--- config.mk ---
export PLATFORM = sky130hd
export DESIGN_NAME = dcil_top
export DESIGN_NICKNAME = d
export VERILOG_FILES = /design/src/verilog/dcil_pkg.sv /design/src/verilog/dcil_diag.sv /design/src/verilog/dcil_top.sv
export SDC_FILE = /design/constraint.sdc
export NUM_CORES = 1
export LEC_CHECK = 0
export ABC_CLOCK_PERIOD_IN_PS = 2230
export BUFFER_PORTS_ARGS = -buffer_cell sky130_fd_sc_hd__clkbuf_2
export CAP_MARGIN = 30
export CORE_MARGIN = 2
export CORE_UTILIZATION = 53
export CTS_CLUSTER_DIAMETER = 120
export DETAILED_ROUTE_END_ITERATION = 12
export GPL_TIMING_DRIVEN = 0
export PLACE_DENSITY = 0.83
export SETUP_SLACK_MARGIN = 0.02
export SKIP_CTS_REPAIR_TIMING = 1
export SYNTH_ARGS = -nofsm -noshare
export SYNTH_HDL_FRONTEND = slang
export SYNTH_SLANG_ARGS = --single-unit
--- constraint.sdc ---
create_clock -name sys_clk -period 2.23 [get_ports sys_clk]
set_clock_uncertainty 0.15 [all_clocks]
set_input_delay 0.446 -clock sys_clk [delete_from_list [all_inputs] [get_ports sys_clk]]
set_output_delay 0.446 -clock sys_clk [all_outputs]
set_load 0.01 [all_outputs]
--- src/verilog/dcil_pkg.sv ---
// Shared constants for the dual-channel interlock logic
`default_nettype none
package dcil_pkg;
	// ----------------------------------------
	// Clock and timing
	// ----------------------------------------
	localparam int CLK_PERIOD_NS  = 10;
	localparam int FLASH_HALF_NS  = 250000000;
	localparam int FLASH_HALF_CYC = FLASH_HALF_NS / CLK_PERIOD_NS;
	localparam int DIAG_BIT_NS    = 10000;
	localparam int DIAG_BIT_CYC   = (DIAG_BIT_NS + CLK_PERIOD_NS - 1) / CLK_PERIOD_NS;

	// ----------------------------------------
	// Diagnostics frame layout
	// ----------------------------------------
	localparam int DIAG_CMD_W     = 8;
	localparam int DIAG_RSP_W     = 16;
	localparam int DIAG_ADDR_W    = 4;
	localparam int DIAG_MAX_CHAIN = 16;
	localparam int DIAG_TX_BITS   = DIAG_RSP_W + 2;
	localparam int DIAG_RX_BITS   = DIAG_CMD_W + 1;

	localparam logic [3:0] OP_SERIAL = 4'h1;
	localparam logic [3:0] OP_TEACH  = 4'h2;
	localparam logic [3:0] OP_NAME   = 4'h3;
	localparam logic [3:0] OP_STATUS = 4'h4;

	typedef enum logic [1:0] {PL_NORMAL, PL_UNEQUAL, PL_LOCK} dcil_pl_e;
endpackage
`default_nettype wire

--- src/verilog/dcil_diag.sv ---
// Serial diagnostics responder on the diagnostic input and status output
`timescale 1ns/1ns
`default_nettype none
module dcil_diag #(
	parameter int BIT_CYC = dcil_pkg::DIAG_BIT_CYC
) (
	input  wire logic        sys_clk,       // System clock
	input  wire logic        rst,           // Sync reset, restarts link
	input  wire logic        enable,        // Fieldbus module attached
	input  wire logic        diag_in,       // Serial command line, idle high
	input  wire logic [3:0]  chain_addr,    // Position in series chain
	input  wire logic [15:0] serial_num,    // Serial number
	input  wire logic [7:0]  teach_left,    // Teach-ins remaining
	input  wire logic [15:0] actuator_name, // Current actuator name
	input  wire logic [7:0]  sw_status,     // Switching status byte
	output logic             tx_out,        // Serial answer bit
	output logic             tx_active      // Answer in progress
);
	typedef enum logic [1:0] {DG_IDLE, DG_RX, DG_TX} dcil_dg_e;

	dcil_dg_e    st_r;
	logic [15:0] div_r;
	logic [4:0]  cnt_r;
	logic [8:0]  rx_r;
	logic [17:0] tx_r;
	logic [15:0] rsp;
	logic        tick;
	logic        hit;

	// Marker outside the bit count range, so the answer load cannot fire again mid-answer
	localparam logic [4:0] CNT_LOAD = 5'h1F;

	assign tick = (div_r == 16'h0000);
	assign hit  = (rx_r[0] == 1'b0) && (rx_r[8:5] == chain_addr);
	assign rsp  = (rx_r[4:1] == dcil_pkg::OP_SERIAL) ? serial_num :
	              (rx_r[4:1] == dcil_pkg::OP_TEACH)  ? {8'h00, teach_left} :
	              (rx_r[4:1] == dcil_pkg::OP_NAME)   ? actuator_name :
	              {8'h00, sw_status};

	always_ff @(posedge sys_clk)
	begin
		if (rst || !enable)
		begin
			st_r   <= DG_IDLE;
			div_r  <= 16'h0000;
			cnt_r  <= 5'h00;
			rx_r   <= 9'h000;
			tx_r   <= 18'h3FFFF;
			tx_out <= 1'b1;
		end
		else
		begin
			div_r <= tick ? 16'(BIT_CYC - 1) : div_r - 16'h0001;
			case (st_r)
				DG_IDLE:
					if (!diag_in)
					begin
						st_r  <= DG_RX;
						div_r <= 16'(BIT_CYC / 2);
						cnt_r <= 5'h00;
					end
				DG_RX:
					if (tick)
					begin
						rx_r  <= {diag_in, rx_r[8:1]};
						cnt_r <= cnt_r + 5'h01;
						if (cnt_r == 5'(dcil_pkg::DIAG_RX_BITS - 1))
						begin
							st_r  <= DG_TX;
							cnt_r <= CNT_LOAD;
						end
					end
				DG_TX:
					if (!hit)
						st_r <= DG_IDLE;
					else if (cnt_r == CNT_LOAD)
					begin
						tx_r  <= {1'b1, rsp, 1'b0};
						cnt_r <= 5'h00;
					end
					else if (tick)
					begin
						tx_out <= tx_r[0];
						tx_r   <= {1'b1, tx_r[17:1]};
						cnt_r  <= cnt_r + 5'h01;
						if (cnt_r == 5'(dcil_pkg::DIAG_TX_BITS))
							st_r <= DG_IDLE;
					end
				default:
					st_r <= DG_IDLE;
			endcase
		end
	end

	assign tx_active = (st_r == DG_TX) && hit;
endmodule
`default_nettype wire

--- src/verilog/dcil_top.sv ---
// Output and plausibility logic of the dual-channel interlock switch
`timescale 1ns/1ns
`default_nettype none
module dcil_top #(
	parameter int          FLASH_CYC = dcil_pkg::FLASH_HALF_CYC,
	parameter int          BIT_CYC   = dcil_pkg::DIAG_BIT_CYC,
	parameter logic [15:0] SERIAL_NO = 16'h5A5A  // Arbitrary value
) (
	input  wire logic        sys_clk,            // 100 MHz clock
	input  wire logic        rst,                // Sync reset, active high
	input  wire logic        safety_in_ch1,      // Safety input channel 1
	input  wire logic        safety_in_ch2,      // Safety input channel 2
	input  wire logic        actuator_present,   // Actuator in response range
	input  wire logic        device_ready,       // Ready for operation
	input  wire logic        serial_diag_option, // Fieldbus module attached
	input  wire logic        diag_in,            // Diagnostic input
	input  wire logic [3:0]  chain_addr,         // Position in series chain
	input  wire logic [7:0]  teach_left,         // Teach-ins remaining
	input  wire logic [15:0] actuator_name,      // Actuator name
	output logic             safety_out_ch1,     // Safety output channel 1
	output logic             safety_out_ch2,     // Safety output channel 2
	output logic             status_diag_out,    // Status or diagnostic data
	output logic             input_led_flash,    // Input indicator flashing
	output logic             plaus_error,        // Plausibility error
	output logic             diag_in_en          // Diagnostic input in use
);
	// ----------------------------------------
	// Plausibility state
	// ----------------------------------------
	dcil_pkg::dcil_pl_e pl_r;
	dcil_pkg::dcil_pl_e pl_nxt;
	logic        aff_ch2_r;
	logic        aff_ch2_nxt;
	logic        in1_r;
	logic        in2_r;
	logic [24:0] flash_cnt_r;
	logic        blink_r;
	logic        fall1;
	logic        fall2;
	logic        both_low;
	logic        active;
	logic        out1_nxt;
	logic        out2_nxt;
	logic        tx_bit;
	logic        tx_active;
	logic        rst_d_r;

	assign fall1    = in1_r && !safety_in_ch1 && safety_in_ch2;
	assign fall2    = in2_r && !safety_in_ch2 && safety_in_ch1;
	assign both_low = !safety_in_ch1 && !safety_in_ch2;
	assign active   = device_ready && actuator_present;

	always_comb
	begin
		pl_nxt      = pl_r;
		aff_ch2_nxt = aff_ch2_r;
		case (pl_r)
			dcil_pkg::PL_NORMAL:
				if (fall1 || fall2)
				begin
					pl_nxt      = dcil_pkg::PL_UNEQUAL;
					aff_ch2_nxt = fall2;
				end
			dcil_pkg::PL_UNEQUAL:
				if (both_low)
					pl_nxt = dcil_pkg::PL_NORMAL;
				else if (safety_in_ch1 && safety_in_ch2)
					pl_nxt = dcil_pkg::PL_LOCK;
			dcil_pkg::PL_LOCK:
				if (both_low)
					pl_nxt = dcil_pkg::PL_NORMAL;
			default:
				pl_nxt = dcil_pkg::PL_NORMAL;
		endcase
	end

	// Affected channel stays low through the lock
	assign out1_nxt = active && safety_in_ch1 && !(pl_nxt == dcil_pkg::PL_LOCK && !aff_ch2_nxt);
	assign out2_nxt = active && safety_in_ch2 && !(pl_nxt == dcil_pkg::PL_LOCK && aff_ch2_nxt);

	always_ff @(posedge sys_clk)
	begin
		if (rst)
		begin
			pl_r           <= dcil_pkg::PL_NORMAL;
			aff_ch2_r      <= 1'b0;
			in1_r          <= 1'b0;
			in2_r          <= 1'b0;
			safety_out_ch1 <= 1'b0;
			safety_out_ch2 <= 1'b0;
		end
		else
		begin
			pl_r           <= pl_nxt;
			aff_ch2_r      <= aff_ch2_nxt;
			in1_r          <= safety_in_ch1;
			in2_r          <= safety_in_ch2;
			safety_out_ch1 <= out1_nxt;
			safety_out_ch2 <= out2_nxt;
		end
	end

	// ----------------------------------------
	// Indicator flash divider
	// ----------------------------------------
	always_ff @(posedge sys_clk)
	begin
		if (rst || pl_r == dcil_pkg::PL_NORMAL)
		begin
			flash_cnt_r <= 25'h0000000;
			blink_r     <= 1'b0;
		end
		else if (flash_cnt_r == 25'(FLASH_CYC - 1))
		begin
			flash_cnt_r <= 25'h0000000;
			blink_r     <= !blink_r;
		end
		else
			flash_cnt_r <= flash_cnt_r + 25'h0000001;
	end

	always_ff @(posedge sys_clk)
	begin
		if (rst)
		begin
			input_led_flash <= 1'b0;
			plaus_error     <= 1'b0;
			status_diag_out <= 1'b0;
		end
		else
		begin
			input_led_flash <= (pl_r != dcil_pkg::PL_NORMAL) && !blink_r;
			plaus_error     <= (pl_nxt == dcil_pkg::PL_LOCK);
			// Diagnostic answer owns the line only while it is sent
			status_diag_out <= tx_active ? tx_bit : active;
		end
	end

	// ----------------------------------------
	// Diagnostics path
	// ----------------------------------------
	assign diag_in_en = serial_diag_option;

	dcil_diag #(
		.BIT_CYC(BIT_CYC)
	) u_diag (
		.sys_clk      (sys_clk),
		.rst          (rst),
		.enable       (serial_diag_option),
		.diag_in      (diag_in),
		.chain_addr   (chain_addr),
		.serial_num   (SERIAL_NO),
		.teach_left   (teach_left),
		.actuator_name(actuator_name),
		.sw_status    ({4'h0, plaus_error, actuator_present, safety_out_ch2, safety_out_ch1}),
		.tx_out       (tx_bit),
		.tx_active    (tx_active)
	);

	// ----------------------------------------
	// Assertions
	// ----------------------------------------
	// First cycle after reset still shows reset values against pre-reset $past
	always_ff @(posedge sys_clk)
		rst_d_r <= rst;
endmodule
`default_nettype wire

-- Word level (Yosys, flattened, before mapping)
Index checks and enable logic that the tools add are counted.
- input port bits: 36
- output and inout port bits: 6
- register bits: 87
- logic and storage cells: 112
- bitwise gates (word level): 2
- multiplexer cells: 31
- reductions and logical operators: 38
- equal/unequal tests: 21
- $add $sub $neg: 3
- operators by type and width (cell ; number):
    $mux W16 ; 6
    $mux W18 ; 2
    $mux W5 ; 6
    $add A25 B1 Y25 const B ; 1
    $eq A25 B25 Y1 const B ; 1
    $mux W2 ; 11
    $logic_and A1 B1 Y1 ; 16
    $logic_not A16 Y1 ; 1
    $sub A16 B1 Y16 const B ; 1
    $pmux W5 S3 ; 1
    $pmux W2 S3 ; 2
    $eq A5 B5 Y1 const B ; 2
    $eq A4 B2 Y1 const B ; 2
    $logic_not A1 Y1 ; 7
    $eq A2 B2 Y1 const B ; 3
    $ne A2 B1 Y1 const B ; 3
    $ne A3 B3 Y1 const B ; 2
    $reduce_and A6 Y1 ; 1
    $add A5 B1 Y5 const B ; 1
    $eq A5 B4 Y1 const B ; 1
    $reduce_and A5 Y1 ; 1
    $eq A2 B1 Y1 const B ; 2
    $eq A4 B1 Y1 const B ; 1
    $eq A4 B4 Y1 ; 1
    13 further kinds ; 20

-- Longest topological paths before layout
- depth after elaboration: 10
- mapped depth: 9
- gate-level depth less buffers: 8

-- By module
A second synthesis with hierarchy kept.
- cell total of the unflattened synthesis: 544
- area total of the unflattened synthesis: 4575.6 um^2
- by module, submodules not included (module ; area an instance (um^2) ; cells each ; times used ; seq. area each (um^2)):
    dcil_diag ; 2956.6 ; 362 ; 1 ; 1001.0
    dcil_top ; 1619.1 ; 182 ; 1 ; 720.7

-- Worst setup path before layout
Ideal clock, no wire load.
- path type: reg2reg
- start point: register u_diag.div_r[11]
- end point: register u_diag.tx_out
- setup time: 79 ps
- arrival: 2120 ps
- required time: 2001 ps
- cell stages (with the launch flop): 6
- path slack: -119 ps
- path buffers: 1
- clock period less this slack: 2349 ps
- path through: dfxtp_1 > or4_1 > or4_1 > buf_2 > or4b_1 > o211ai_1
- cells in the longest elaborated chain, start to end: 2
- ends and longest elaborated chain (item ; line ; text):
    from (decl) ; dcil_diag.sv:22 ; logic [15:0] div_r;
    from (signal assigned) ; dcil_diag.sv:53 ; div_r <= tick ? 16'(BIT_CYC - 1) : div_r - 16'h0001;
    from (signal assigned) ; dcil_diag.sv:59 ; div_r <= 16'(BIT_CYC / 2);
    $logic_not A16 Y1 ; dcil_diag.sv:33 ; assign tick = (div_r == 16'h0000);
    $reduce_and A4 Y1 (no source line) ; - ;
    to (signal assigned) ; dcil_diag.sv:83 ; tx_out <= tx_r[0];
    to (decl) ; dcil_diag.sv:16 ; output logic tx_out,
Every way passes these cells.
A chain may end at the register's enable or synchronous reset.

-- Worst setup path after layout
- start point: register u_diag.div_r[9]
- end point: register u_diag.tx_out
Same word-level chain as after synthesis.

==> metrics.md <==
| Metric | Value |
|---|---|
| Area of the multi-input gates | 2460 µm² |
| Die width | 92.1 µm |
| Final hold viol count | 0 |
| CP required | 2350 ps |
| Yosys cell types | 49 |
| Max_cap viols | 0 |
| Switching power total | 0.805 mW |
| Slew @ Worst Pin | 627 ps |
| Most frequent cell after synthesis | dfxtp_1 |
| Crit-path cells | or4_4 -> or4_4 -> buf_8 -> or4b_4 -> o211ai_1 |
| R2r setup slk | -270 ps |
| Failing checks | negative setup slack |
| Number of global-route vias before repair | 3546 |
| N_diodes | 0 |
| Vias | 3805 |
| Port Buffers | 40 |
| Final estimated routing congestion in global placement | 0.926 |
| CP startpoint kind | flip-flop |
| Post-synth EDFFs | 0 |
| CP max-delay cell | or4_4 |
| Fin crit share | 112% |
| Synthesis-stage register bit count | 86 |
| Final WL | 10400 µm |
| CP max stage delay | 590 ps |
| Top_reg_cell synth | dfxtp_1 |
| Cell Pwr Density | 619 nW/µm² |
| HPWL after DPL | 6820 µm |
| DRC viols | 0 |
| Ys Warns | 0 |
| Initial antenna violation count | 0 |
| CP arrival | 2620 ps |
| Setup ws final | -271 ps |
| Setup WS pre-CTS | -515 ps |
| Die area | 8480 µm² |
| Die Y | 92.1 µm |
| Mapped Cells | 481 |
| CTS sink cnt | 86 |
| Synth async-reset ratio | 0% |
| F_max | 0.400 GHz |
| Crit path kind | reg2reg |
| Avg Synthesized Cell Area | 8.55 µm² |
| Vias/cell | 5.88 |
| Total GRT Usage | 23.1% |
| Fin util | 66.2% |
| Sequential share of the synthesized area | 41.9% |
| Worst reg2reg path depth | 5 |
| First-pass DRT Iterations | 5 |
| First-pass GRT wire length | 15800 µm |
| CTS tree | yes |
| Top cell by count, worst path | or4_4 |
| DRT antenna net count | 0 |
| H-tree Lvls | 3 |
| Max Slew Vio Count | 0 |
| WHS | 220 ps |
| Clk pwr share | 34.6% |
| FILL cells | 600 |
| RSZ-0062 raised after global routing | true |
| Flop pwr share | 51.3% |
| IO Count | 42 |
| CORE AREA | 7610 µm² |
| Top cells by area, synth | dfxtp_1 42%, nor2_1 6.4%, xnor2_1 5.8%, mux2i_1 3.9%, ha_1 3.7% |
| Synthesized area | 4110 µm² |
| Clock transition at the registers of the reported paths | 90 ps |
| VDD IR-drop max | 491 µV |
| Grt ovf | 0 |
| Storage element area | 1730 µm² |
| Post-synth top cells | 86 x dfxtp_1, 70 x nor2_1, 37 x nand2_1 |
| Reg-to-reg endpoint | u_diag.tx_out |
| Max transition margin | 57.9% |
| Iter 0 DRT Violations | 238 |
| Crit path capture | u_diag.tx_out |
| Post-Syn Nets | 529 |
| Run status | complete, but fails checks |
| Initial Utilization | 54.0% |
| P_leak | 2.03 nW |
| Area leader, netlist | dfxtp_1 |
| Share of the synthesized area in the top cell type | 41.9% |
| Nets@finish | 589 |
| Worst-path fanout max | 7 |
| Clock Latency Late Sink | 360 ps |
| Root Driver | clkbuf_8 |
| Min cycle time layout | 2500 ps |
| Worst hold path type | in2reg |
| Logic pwr share | 14.1% |
| Layout cells sized above 1 | 22.8% |
| Crit path launch | u_diag.div_r[9] |
| Total CTS buffers | 9 |
| Crit end category | flip-flop |
| Area growth, synth to finish | 22.5% |
| Max Root-Sink Buffers | 2 |
| Routed length per instance | 16.0 µm |
| Largest net degree at the start of global routing | 14 |
| Switching share of power | 25.8% |
| Internal | 2.31 mW |
| Worst r2r src | u_diag.div_r[9] |
| Finish-stage setup viols | 26 |
| Number of cell rows | 32 |
[metrics by stage]
step / setup TNS [ps] / cell area, µm² / cells / total power, mW
global route: -4840 / 5030 / 647 / 3.24
global placement: -15400 / 4460 / 623 / 1.97
floorplan: -294 / 4140 / 481 / 1.88
finish: -3570 / 5030 / 647 / 3.12
CTS: -19160 / 4650 / 638 / 3.03
detailed placement: -17900 / 4460 / 623 / 1.98
[power groups by stage]
stage / Combinational, mW / Clock (mW) / Sequential [mW]
after floorplan: 0.258 / 0 / 1.63
after global placement: 0.340 / 0 / 1.63
after detailed placement: 0.353 / 0 / 1.63
after CTS: 0.356 / 1.08 / 1.59
after global routing: 0.481 / 1.16 / 1.60
final: 0.440 / 1.08 / 1.60
[how the worst min path moves through the flow]
stage	from	to	slack [ps]	cells past startpoint
6_report	device_ready	status_diag_out	220	3
5_1_grt	device_ready	status_diag_out	220	3
4_1_cts	device_ready	status_diag_out	210	3
3_5_place_dp	u_diag.div_r[0]	u_diag.div_r[0]	300	1
3_3_place_gp	flash_cnt_r[0]	flash_cnt_r[0]	270	1
2_1_floorplan	flash_cnt_r[0]	flash_cnt_r[0]	260	1
[registers in the layout (all words and copies together) (netlist names), 2 cells and up]
signal and flops:
flash_cnt_r 25, pl_r 2, u_diag.cnt_r 5, u_diag.div_r 16, u_diag.rx_r 9, u_diag.st_r 2, u_diag.tx_r 17
[worst max-delay path, delay by kind of cell, from the launching register on]
kind                   cells  cell delay [ps]
and+or+nand+nor            3             1670
buffers and inverters      1              150
AOI/OAI and AO/OA          1              110
DFF                        1              340
[cells in the final DEF, fill, tap and decap left out, drive strengths merged, types with 7 or more instances in the layout]
cell type / instances
dfxtp: 86
o21ai: 8
ha: 12
nand2: 37
o211ai: 17
mux2i: 16
nor4: 11
nand3: 20
and3: 13
nor2: 70
inv: 16
buf: 16
xnor2: 27
clkbuf: 68
xor2: 13
a21oi: 24
nor3: 14
nand4: 8
nor2b: 7
[final cells by class]
type / count / area share [%]
Buffer: 21 / 2.78
Clock buffer: 12 / 2.88
Clock inverter: 3 / 0.895
Inverter: 16 / 1.19
Multi-Input combinational cell: 356 / 48.8
Sequential cell: 86 / 34.4
Tap cell: 102 / 2.54
Timing Repair Buffer: 51 / 6.49
[layer usage]
| layer | wire (µm) | vias to the layer above | GRT usage, % |
|---|---|---|---|
| met5 | 0 | - | 0 |
| met1 | 4140 | 1862 | 25.9 |
| met3 | 402 | 22 | 5.92 |
| met4 | 192 | 0 | 8.46 |
| li1 | - | 1818 | - |
| met2 | 5650 | 103 | 42.2 |
[cell families (layout without fill, tap and decap cells)]
kind of cell / Yosys count / after routing / share of synthesized area (%)
multiplexers: 18 / 18 / 4.44
flip-flops: 86 / 86 / 41.9
adder cells (fa/ha/maj): 12 / 12 / 3.65
XOR/XNOR: 40 / 40 / 8.52
AND/OR/NAND/NOR: 203 / 203 / 24.0
buffers and inverters: 39 / 103 / 3.74
AO/OA/AOI/OAI: 83 / 83 / 13.7
Note: power is estimated with default switching activity, not from simulation.
